File: src/pkg/rmu_pkg.sv
/*
  rmu_pkg: shared constants and types of the rotate-and-mask unit.
  assumes: included before the interface and the design modules; holds no logic.
*/
package rmu_pkg;

  // ==========================================================================
  // widths
  localparam int unsigned WORD_W     = 32;
  localparam int unsigned CNT_W      = 5;
  localparam int unsigned CR_FIELD_W = 4;

  // ==========================================================================
  // condition field zero layout, little-endian index within the nibble
  localparam int unsigned CR0_LT_BIT = 3;
  localparam int unsigned CR0_GT_BIT = 2;
  localparam int unsigned CR0_EQ_BIT = 1;
  localparam int unsigned CR0_SO_BIT = 0;

  // ==========================================================================
  // reset values
  localparam logic [WORD_W-1:0]     RESULT_RST = 32'h0000_0000;
  localparam logic [CR_FIELD_W-1:0] CR0_RST    = 4'h0;
  localparam logic [CNT_W-1:0]      CNT_RST    = 5'h00;

  // ==========================================================================
  // timing: clock period and the issue-to-result latency in cycles
  localparam int unsigned CLK_PERIOD_NS  = 25;
  localparam int unsigned LATENCY_CYCLES = 2;

  // ==========================================================================
  // operation select, one-hot; the other two codes are illegal
  typedef enum logic [1:0] {
    RMU_OP_ROT_AND    = 2'h1,
    RMU_OP_ROT_INSERT = 2'h2
  } rmu_op_e;

endpackage : rmu_pkg

File: src/pkg/rmu_mask_if.sv
/*
  rmu_mask_if: carries the mask bounds to the mask generator and the mask back.
  assumes: both ends run combinationally on the same clock domain.
*/
`timescale 1ns/1ps
interface rmu_mask_if;
  logic [rmu_pkg::CNT_W-1:0]  mask_begin;
  logic [rmu_pkg::CNT_W-1:0]  mask_end;
  logic [rmu_pkg::WORD_W-1:0] mask;

  modport gen  (input mask_begin, input mask_end, output mask);
  modport user (output mask_begin, output mask_end, input mask);
endinterface : rmu_mask_if

File: src/rtl/rmu_mask_gen.sv
/*
  rmu_mask_gen: builds the 32-bit mask from mask_begin through mask_end.
  assumes: bit numbering is big-endian (bit 0 is the msb, vector index 31);
  bounds arrive settled from registers of the caller.
*/
`timescale 1ns/1ps
module rmu_mask_gen (
  rmu_mask_if.gen m
);

  // ==========================================================================
  // mask decode
  // one comparator pair per bit keeps the path flat instead of a shifter chain
  always_comb begin
    logic [rmu_pkg::CNT_W-1:0] pos;
    pos = '0;
    for (int i = 0; i < rmu_pkg::WORD_W; i++) begin
      pos = rmu_pkg::CNT_W'(rmu_pkg::WORD_W - 1 - i);
      if (m.mask_begin <= m.mask_end) begin
        m.mask[i] = (pos >= m.mask_begin) && (pos <= m.mask_end);
      end else begin
        m.mask[i] = (pos >= m.mask_begin) || (pos <= m.mask_end);
      end
    end
  end

endmodule // rmu_mask_gen

File: src/rtl/rmu_top.sv
/*
  rmu_top: rotate-and-mask datapath of the integer unit, two-cycle pipeline.
  holds the operand capture stage, the rotate, the mask use, the insert, and
  the condition field zero update for the record variants.
  assumes: the decoder and register file drive the issue port from logic on
  the same clock, so no input synchroniser is used; the caller writes
  result into the destination register and condition_field_zero into the
  condition register when the matching write strobes are high.
*/
`timescale 1ns/1ps

// Overview of operation
// - the variable form rotates the source left by the low five bits of the count register.
// - the mask has ones from the mask_begin bit through the mask_end bit, zeros elsewhere.
// - the variable form ands the rotated source with the mask and writes the destination.
// - record variants also update the condition register; plain ones leave it alone.
// - the insert form rotates the source left by the immediate shift amount.
// - the insert form takes rotated bits under the mask, old destination bits outside it.
// - with a full mask the variable form is a pure rotate, and count 32-n rotates right by n.
// - a left-justified n-bit insert at bit b uses shift 32-b, begin b, end b+n-1.
// - a right-justified n-bit insert at bit b uses shift 32-(b+n), begin b, end b+n-1.
// - a right-justified extract of n bits from b uses count b+n, begin 32-n, end 31.
// - a left-justified extract of n bits from b uses count b, begin 0, end n-1.
// - record variants set condition field zero from the value written to the destination.
module rmu_top (
  input  wire logic                              clock,
  input  wire logic                              rstn,
  input  wire logic                              issue_valid,
  input  wire rmu_pkg::rmu_op_e                  op,
  input  wire logic                              record,
  input  wire logic [rmu_pkg::WORD_W-1:0]        source_register,
  input  wire logic [rmu_pkg::WORD_W-1:0]        count_register,
  input  wire logic [rmu_pkg::WORD_W-1:0]        destination_register,
  input  wire logic [rmu_pkg::CNT_W-1:0]         shift_amount_immediate,
  input  wire logic [rmu_pkg::CNT_W-1:0]         mask_begin,
  input  wire logic [rmu_pkg::CNT_W-1:0]         mask_end,
  input  wire logic                              summary_overflow,
  output logic                                   result_valid,
  output logic [rmu_pkg::WORD_W-1:0]             result,
  output logic                                   condition_write,
  output logic [rmu_pkg::CR_FIELD_W-1:0]         condition_field_zero,
  output logic                                   op_error
);

  // ==========================================================================
  // functions

  // left rotate of a big-endian word: bits leaving bit 0 re-enter at bit 31
  function automatic logic [rmu_pkg::WORD_W-1:0] rotl32(
    input logic [rmu_pkg::WORD_W-1:0] value,
    input logic [rmu_pkg::CNT_W-1:0]  amount
  );
    logic [2*rmu_pkg::WORD_W-1:0] twice;
    twice  = {value, value} << amount;
    rotl32 = twice[2*rmu_pkg::WORD_W-1:rmu_pkg::WORD_W];
  endfunction

  // condition field zero from a signed compare of the result against zero
  function automatic logic [rmu_pkg::CR_FIELD_W-1:0] cr0_of(
    input logic [rmu_pkg::WORD_W-1:0] value,
    input logic                       so
  );
    logic [rmu_pkg::CR_FIELD_W-1:0] f;
    f = '0;
    f[rmu_pkg::CR0_LT_BIT] = value[rmu_pkg::WORD_W-1];
    f[rmu_pkg::CR0_GT_BIT] = !value[rmu_pkg::WORD_W-1] && (value != '0);
    f[rmu_pkg::CR0_EQ_BIT] = (value == '0);
    f[rmu_pkg::CR0_SO_BIT] = so;
    cr0_of = f;
  endfunction

  // ==========================================================================
  // capture stage: operands of the accepted instruction
  logic                            cap_valid_q,   cap_valid_d;
  logic                            cap_is_ins_q,  cap_is_ins_d;
  logic                            cap_record_q,  cap_record_d;
  logic                            cap_so_q,      cap_so_d;
  logic                            cap_err_q,     cap_err_d;
  logic [rmu_pkg::WORD_W-1:0]      cap_src_q,     cap_src_d;
  logic [rmu_pkg::WORD_W-1:0]      cap_dst_q,     cap_dst_d;
  logic [rmu_pkg::CNT_W-1:0]       cap_cnt_q,     cap_cnt_d;
  logic [rmu_pkg::CNT_W-1:0]       cap_mb_q,      cap_mb_d;
  logic [rmu_pkg::CNT_W-1:0]       cap_me_q,      cap_me_d;

  always_comb begin
    cap_valid_d  = 1'b0;
    cap_err_d    = 1'b0;
    cap_is_ins_d = cap_is_ins_q;
    cap_record_d = cap_record_q;
    cap_so_d     = cap_so_q;
    cap_src_d    = cap_src_q;
    cap_dst_d    = cap_dst_q;
    cap_cnt_d    = cap_cnt_q;
    cap_mb_d     = cap_mb_q;
    cap_me_d     = cap_me_q;
    if (issue_valid) begin
      cap_record_d = record;
      cap_so_d     = summary_overflow;
      cap_src_d    = source_register;
      cap_dst_d    = destination_register;
      cap_mb_d     = mask_begin;
      cap_me_d     = mask_end;
      unique case (op)
        rmu_pkg::RMU_OP_ROT_AND: begin
          cap_valid_d  = 1'b1;
          cap_is_ins_d = 1'b0;
          // only bits 27..31 count; upper count bits are dropped
          cap_cnt_d    = count_register[rmu_pkg::CNT_W-1:0];
        end
        rmu_pkg::RMU_OP_ROT_INSERT: begin
          cap_valid_d  = 1'b1;
          cap_is_ins_d = 1'b1;
          cap_cnt_d    = shift_amount_immediate;
        end
        default: begin
          // an illegal select produces no result and no condition write
          cap_err_d = 1'b1;
        end
      endcase
    end
  end

  always_ff @(posedge clock or negedge rstn) begin
    if (!rstn) begin
      cap_valid_q  <= 1'b0;
      cap_is_ins_q <= 1'b0;
      cap_record_q <= 1'b0;
      cap_so_q     <= 1'b0;
      cap_err_q    <= 1'b0;
      cap_src_q    <= rmu_pkg::RESULT_RST;
      cap_dst_q    <= rmu_pkg::RESULT_RST;
      cap_cnt_q    <= rmu_pkg::CNT_RST;
      cap_mb_q     <= rmu_pkg::CNT_RST;
      cap_me_q     <= rmu_pkg::CNT_RST;
    end else begin
      cap_valid_q  <= cap_valid_d;
      cap_is_ins_q <= cap_is_ins_d;
      cap_record_q <= cap_record_d;
      cap_so_q     <= cap_so_d;
      cap_err_q    <= cap_err_d;
      cap_src_q    <= cap_src_d;
      cap_dst_q    <= cap_dst_d;
      cap_cnt_q    <= cap_cnt_d;
      cap_mb_q     <= cap_mb_d;
      cap_me_q     <= cap_me_d;
    end
  end

  // ==========================================================================
  // mask generation
  rmu_mask_if mask_bus ();

  assign mask_bus.mask_begin = cap_mb_q;
  assign mask_bus.mask_end   = cap_me_q;

  rmu_mask_gen u_mask_gen (
    .m (mask_bus)
  );

  // ==========================================================================
  // datapath: rotate, then and or insert under the mask
  // the extract, insert and rotate idioms need no special case: they fall out
  // of the general rotate and mask with the right operands
  logic [rmu_pkg::WORD_W-1:0] rotated;
  logic [rmu_pkg::WORD_W-1:0] masked;
  logic [rmu_pkg::WORD_W-1:0] inserted;
  logic [rmu_pkg::WORD_W-1:0] datapath_out;

  always_comb begin
    rotated  = rotl32(cap_src_q, cap_cnt_q);
    masked   = rotated & mask_bus.mask;
    inserted = (rotated & mask_bus.mask) | (cap_dst_q & ~mask_bus.mask);
    datapath_out = cap_is_ins_q ? inserted : masked;
  end

  // ==========================================================================
  // result stage: registered outputs
  logic                            res_valid_q,  res_valid_d;
  logic [rmu_pkg::WORD_W-1:0]      res_q,        res_d;
  logic                            cr_wr_q,      cr_wr_d;
  logic [rmu_pkg::CR_FIELD_W-1:0]  cr0_q,        cr0_d;
  logic                            err_q,        err_d;

  always_comb begin
    res_valid_d = cap_valid_q;
    res_d       = res_q;
    cr_wr_d     = 1'b0;
    cr0_d       = cr0_q;
    err_d       = cap_err_q;
    if (cap_valid_q) begin
      res_d = datapath_out;
      if (cap_record_q) begin
        // plain variants hold the last field value and raise no write
        cr_wr_d = 1'b1;
        cr0_d   = cr0_of(datapath_out, cap_so_q);
      end
    end
  end

  always_ff @(posedge clock or negedge rstn) begin
    if (!rstn) begin
      res_valid_q <= 1'b0;
      res_q       <= rmu_pkg::RESULT_RST;
      cr_wr_q     <= 1'b0;
      cr0_q       <= rmu_pkg::CR0_RST;
      err_q       <= 1'b0;
    end else begin
      res_valid_q <= res_valid_d;
      res_q       <= res_d;
      cr_wr_q     <= cr_wr_d;
      cr0_q       <= cr0_d;
      err_q       <= err_d;
    end
  end

  // ==========================================================================
  // outputs
  assign result_valid         = res_valid_q;
  assign result               = res_q;
  assign condition_write      = cr_wr_q;
  assign condition_field_zero = cr0_q;
  assign op_error             = err_q;

endmodule // rmu_top

File: config.mk
export PLATFORM = sky130hd
export DESIGN_NAME = rmu_top
export DESIGN_NICKNAME = d
export VERILOG_FILES = /design/src/pkg/rmu_pkg.sv /design/src/pkg/rmu_mask_if.sv /design/src/rtl/rmu_mask_gen.sv /design/src/rtl/rmu_top.sv
export SDC_FILE = /design/constraint.sdc
export NUM_CORES = 1
export LEC_CHECK = 0
export BUFFER_PORTS_ARGS = -buffer_cell sky130_fd_sc_hd__buf_4
export CAP_MARGIN = 10
export CORE_MARGIN = 2
export CORE_UTILIZATION = 30
export CTS_BUF_LIST = sky130_fd_sc_hd__clkbuf_8
export CTS_CLUSTER_SIZE = 20
export DETAILED_ROUTE_END_ITERATION = 16
export PLACE_DENSITY = 0.44
export SLEW_MARGIN = 20
export SYNTH_ARGS = -nofsm -noshare
export SYNTH_HDL_FRONTEND = slang
export SYNTH_HIERARCHICAL = 1
export SYNTH_SLANG_ARGS = --single-unit
File: constraint.sdc
create_clock -name clock -period 6.15 [get_ports clock]
set_clock_uncertainty 0.05 [all_clocks]
set_input_delay 0.615 -clock clock [delete_from_list [all_inputs] [get_ports clock]]
set_output_delay 0.615 -clock clock [all_outputs]
set_load 0.01 [all_outputs]
==> run_summary.xml <==
<?xml version="1.0" encoding="UTF-8"?>
<metrics>
  <group name="layout">
    <metric name="diodes" unit="">0</metric>
    <metric name="layout.cells.most_common_list" unit="">sky130_fd_sc_hd__buf_4, sky130_fd_sc_hd__dfrtp_1, sky130_fd_sc_hd__mux2_2</metric>
    <metric name="area.sequential" unit="sq um">3080</metric>
    <metric name="drive_above_1_share" unit="%">41.85</metric>
    <metric name="multi_input_area" unit="sq um">4778</metric>
    <metric name="layout.cells.non_filler" unit="">1206</metric>
    <metric name="layout_commonest_cell" unit="">sky130_fd_sc_hd__buf_4</metric>
    <metric name="final_core_utilization" unit="%">36.64</metric>
    <metric name="nNetsFinal" unit="">976</metric>
    <metric name="layout-area-overhead-vs-synth" unit="%">19.97</metric>
    <metric name="filler_cell_count" unit="">2676</metric>
  </group>
  <group name="grt">
    <metric name="global_route_wire_length_before_repair" unit="um">40300</metric>
    <metric name="grt_max_degree" unit="">66</metric>
    <metric name="first_global_vias" unit="">6533</metric>
    <metric name="initial_antenna_violation_count" unit="">0</metric>
    <metric name="grt_remaining_overflow" unit="">0</metric>
    <metric name="grt_util_all_layers" unit="%">18.86</metric>
  </group>
  <group name="placed_design">
    <metric name="place.gp.congestion" unit="">0.9019</metric>
    <metric name="place.detailed.instances" unit="">1174</metric>
    <metric name="portBuffers" unit="">129</metric>
    <metric name="place_ws" unit="ns">2.066</metric>
    <metric name="dpl.hpwl" unit="um">19850</metric>
  </group>
  <group name="route">
    <metric name="drt-vias-per-instance" unit="">5.347</metric>
    <metric name="drc" unit="">0</metric>
    <metric name="detailroute.via_count" unit="">6449</metric>
    <metric name="drt-wirelength-per-cell" unit="um">21.83</metric>
    <metric name="drt_wl_total" unit="um">26330</metric>
    <metric name="first_iter_violations" unit="">435</metric>
    <metric name="drt-pass1-iter-count" unit="">4</metric>
    <metric name="final_antenna_net_count" unit="">0</metric>
  </group>
  <group name="clock_network">
    <metric name="postCtsSetupBuffers" unit="">0</metric>
    <metric name="cts.clk_slew.worst_paths" unit="ns">0.08</metric>
    <metric name="clock_tree.root_cell" unit="">sky130_fd_sc_hd__clkbuf_8</metric>
    <metric name="cts_hold_buffers" unit="">0</metric>
    <metric name="clock_sinks" unit="">123</metric>
    <metric name="postCtsResizedCells" unit="">0</metric>
    <metric name="cts_tree" unit="">yes</metric>
    <metric name="clock_tree.buffer_depth" unit="">2</metric>
    <metric name="cts_buffers" unit="">17</metric>
    <metric name="clkLatencyLatePin" unit="ns">0.46</metric>
    <metric name="level_count_of_the_clock_h_tree" unit="">4</metric>
  </group>
  <group name="setup_path">
    <metric name="timing.critical_path.to_type" unit="">flop</metric>
    <metric name="critical_path_arrival" unit="ns">4.55</metric>
    <metric name="worstSetupPathType" unit="">flop to flop</metric>
    <metric name="worst-r2r-setup-slack" unit="ns">1.89</metric>
    <metric name="required" unit="ns">6.45</metric>
    <metric name="timing.critical_path.from_type" unit="">flop</metric>
    <metric name="path_max_fanout" unit="">21</metric>
  </group>
  <group name="synthesis">
    <metric name="library_cells_used_by_synthesis" unit="">70</metric>
    <metric name="asyncSetResetFlopFracSynth" unit="%">100.0</metric>
    <metric name="synth.top_cell.area_share" unit="%">37.39</metric>
    <metric name="synth_edf_count" unit="">0</metric>
    <metric name="syn_area_per_cell" unit="sq um">10.98</metric>
    <metric name="netlist_top_cells_area" unit="">sky130_fd_sc_hd__dfrtp_1, sky130_fd_sc_hd__mux2_2, sky130_fd_sc_hd__mux4_2</metric>
    <metric name="yosysWarningCount" unit="">6</metric>
    <metric name="yosys.area.top_type" unit="">sky130_fd_sc_hd__dfrtp_1</metric>
    <metric name="synth_sequential_area_ratio" unit="%">37.39</metric>
    <metric name="post_synthesis_cell_count" unit="">750</metric>
    <metric name="synth_ff_type" unit="">sky130_fd_sc_hd__dfrtp_1</metric>
    <metric name="synth.net_count" unit="">874</metric>
    <metric name="ys_seq_elements" unit="">123</metric>
    <metric name="synthesis.area" unit="sq um">8232</metric>
  </group>
  <group name="sta">
    <metric name="number_of_setup_violations_in_the_final_report" unit="">0</metric>
    <metric name="setup_total_negative_slack" unit="ns">0</metric>
    <metric name="fmax" unit="GHz">0.2350</metric>
    <metric name="period_needed" unit="ns">4.255</metric>
    <metric name="max-slew-margin-rel" unit="%">12.03</metric>
    <metric name="hold_viol_final" unit="">0</metric>
    <metric name="setup_ws" unit="ns">1.895</metric>
    <metric name="final.period_utilization" unit="%">69.19</metric>
    <metric name="grt_setup_unrepaired" unit="">no</metric>
    <metric name="timing_max_transition_violations_final" unit="">0</metric>
    <metric name="worst_pin_slew" unit="ns">1.303</metric>
  </group>
  <group name="outcome">
    <metric name="status" unit="">completed</metric>
  </group>
  <group name="die">
    <metric name="chipHeight" unit="um">169.6</metric>
    <metric name="initial_core_util" unit="%">30.54</metric>
    <metric name="rows" unit="">60</metric>
    <metric name="floorplan.die.width" unit="um">169.6</metric>
    <metric name="fp.dieArea" unit="sq um">28780</metric>
    <metric name="num_io_pins" unit="">157</metric>
    <metric name="core-area" unit="sq um">26950</metric>
  </group>
  <group name="job">
    <metric name="maxCapViolCount" unit="">0</metric>
  </group>
  <group name="power_and_ir_drop">
    <metric name="leakagePower" unit="nW">4.116</metric>
    <metric name="powerDensity" unit="nW/um^2">355.0</metric>
    <metric name="vdd_ir_max" unit="mV">0.1117</metric>
  </group>
  <group name="worst_hold_path">
    <metric name="hold_class" unit="">input pin to async pin</metric>
  </group>
</metrics>
-- area by class of cell --
cell class | count | area share [%]
tap | 341 | 4.320
clock inverter | 15 | 2.407
timing repair buffer | 140 | 10.64
inverter | 18 | 0.6842
multi-input combinational | 552 | 48.38
clock buffer | 17 | 2.369
sequential | 123 | 31.19
-- where the power goes --
| group | total, mW | internal, mW | leakage, nW | switching [mW] |
|---|---|---|---|---|
| combinational | 1.50 | 0.701 | 2.43 | 0.801 |
| clock | 0.877 | 0.492 | 0.230 | 0.385 |
| sequential | 1.13 | 0.956 | 1.46 | 0.169 |
| total | 3.51 | 2.15 | 4.12 | 1.36 |
-- registers in the layout (all words and copies together) (netlist names), 4 cells and up --
register	flops
cap_me_q	5
result	32
cap_dst_q	32
cap_src_q	32
condition_field_zero	4
cap_mb_q	5
cap_cnt_q	5
-- metal layers --
metal  up-vias  track usage, %  wire, um
li1       3008               -         -
met3        35           3.008      1076
met5         -               0         0
met4         0           7.135       766
met2       186           30.95     12750
met1      3220           25.09     11740
-- cells by family after synthesis --
group / synth area share [%]
and+or+nand+nor: 10.82
muxes: 31.18
AOI/OAI and AO/OA: 11.34
DFF: 37.39
buffers and inverters: 4.560
adders and majority gates: 4.712
-- final timing paths --
kind	start	end	depth (start not counted)
max in group asynchronous	rstn	cap_src_q[2]$_DFFE_PN0P_	2
worst min register to register	cap_err_q$_DFF_PN0_	op_error$_DFF_PN0_	0
min in group clock	cap_err_q$_DFF_PN0_	op_error$_DFF_PN0_	0
worst min-delay path	rstn	cap_me_q[1]$_DFFE_PN0P_	1
worst max register to register	cap_mb_q[3]$_DFFE_PN0P_	condition_field_zero[1]$_DFFE_PN0P_	9
worst max-delay path	cap_mb_q[3]$_DFFE_PN0P_	condition_field_zero[1]$_DFFE_PN0P_	9
-- cells in the mapped netlist (8+ instances only) --
cell type                  count
sky130_fd_sc_hd__o21ai_0      23
sky130_fd_sc_hd__mux4_2       43
sky130_fd_sc_hd__mux2_2      108
sky130_fd_sc_hd__nor2_1       55
sky130_fd_sc_hd__clkbuf_1     29
sky130_fd_sc_hd__buf_2        14
sky130_fd_sc_hd__o211ai_1      9
sky130_fd_sc_hd__nand3b_1      9
sky130_fd_sc_hd__nand3_1      12
sky130_fd_sc_hd__mux2i_1      37
sky130_fd_sc_hd__maj3_2       26
sky130_fd_sc_hd__a21oi_1      41
sky130_fd_sc_hd__inv_1        16
sky130_fd_sc_hd__nand2_1      74
sky130_fd_sc_hd__o22ai_1       8
sky130_fd_sc_hd__dfrtp_1     123
-- worst max-delay path: stages, from the launching register on --
cell	delay [ns]
sky130_fd_sc_hd__dfrtp_1	0.83
sky130_fd_sc_hd__ha_1	0.37
sky130_fd_sc_hd__and3_4	0.19
sky130_fd_sc_hd__a32oi_4	0.62
sky130_fd_sc_hd__maj3_2	0.35
sky130_fd_sc_hd__inv_1	0.05
sky130_fd_sc_hd__o311ai_0	1.08
sky130_fd_sc_hd__a211oi_1	0.08
sky130_fd_sc_hd__and4_1	0.30
sky130_fd_sc_hd__a22o_1	0.20
-- through the flow --
step           hold WS, ns  power [mW]  area [sq um]
2_1_floorplan       0.2694       2.065          8232
3_3_place_gp        0.2862       2.648          9404
3_5_place_dp        0.2885       2.644          9404
4_1_cts             0.1990       3.537          9876
5_1_grt             0.2256       3.713          9876
6_report            0.1880       3.506          9876
Note: power is estimated with default switching activity, not from simulation.
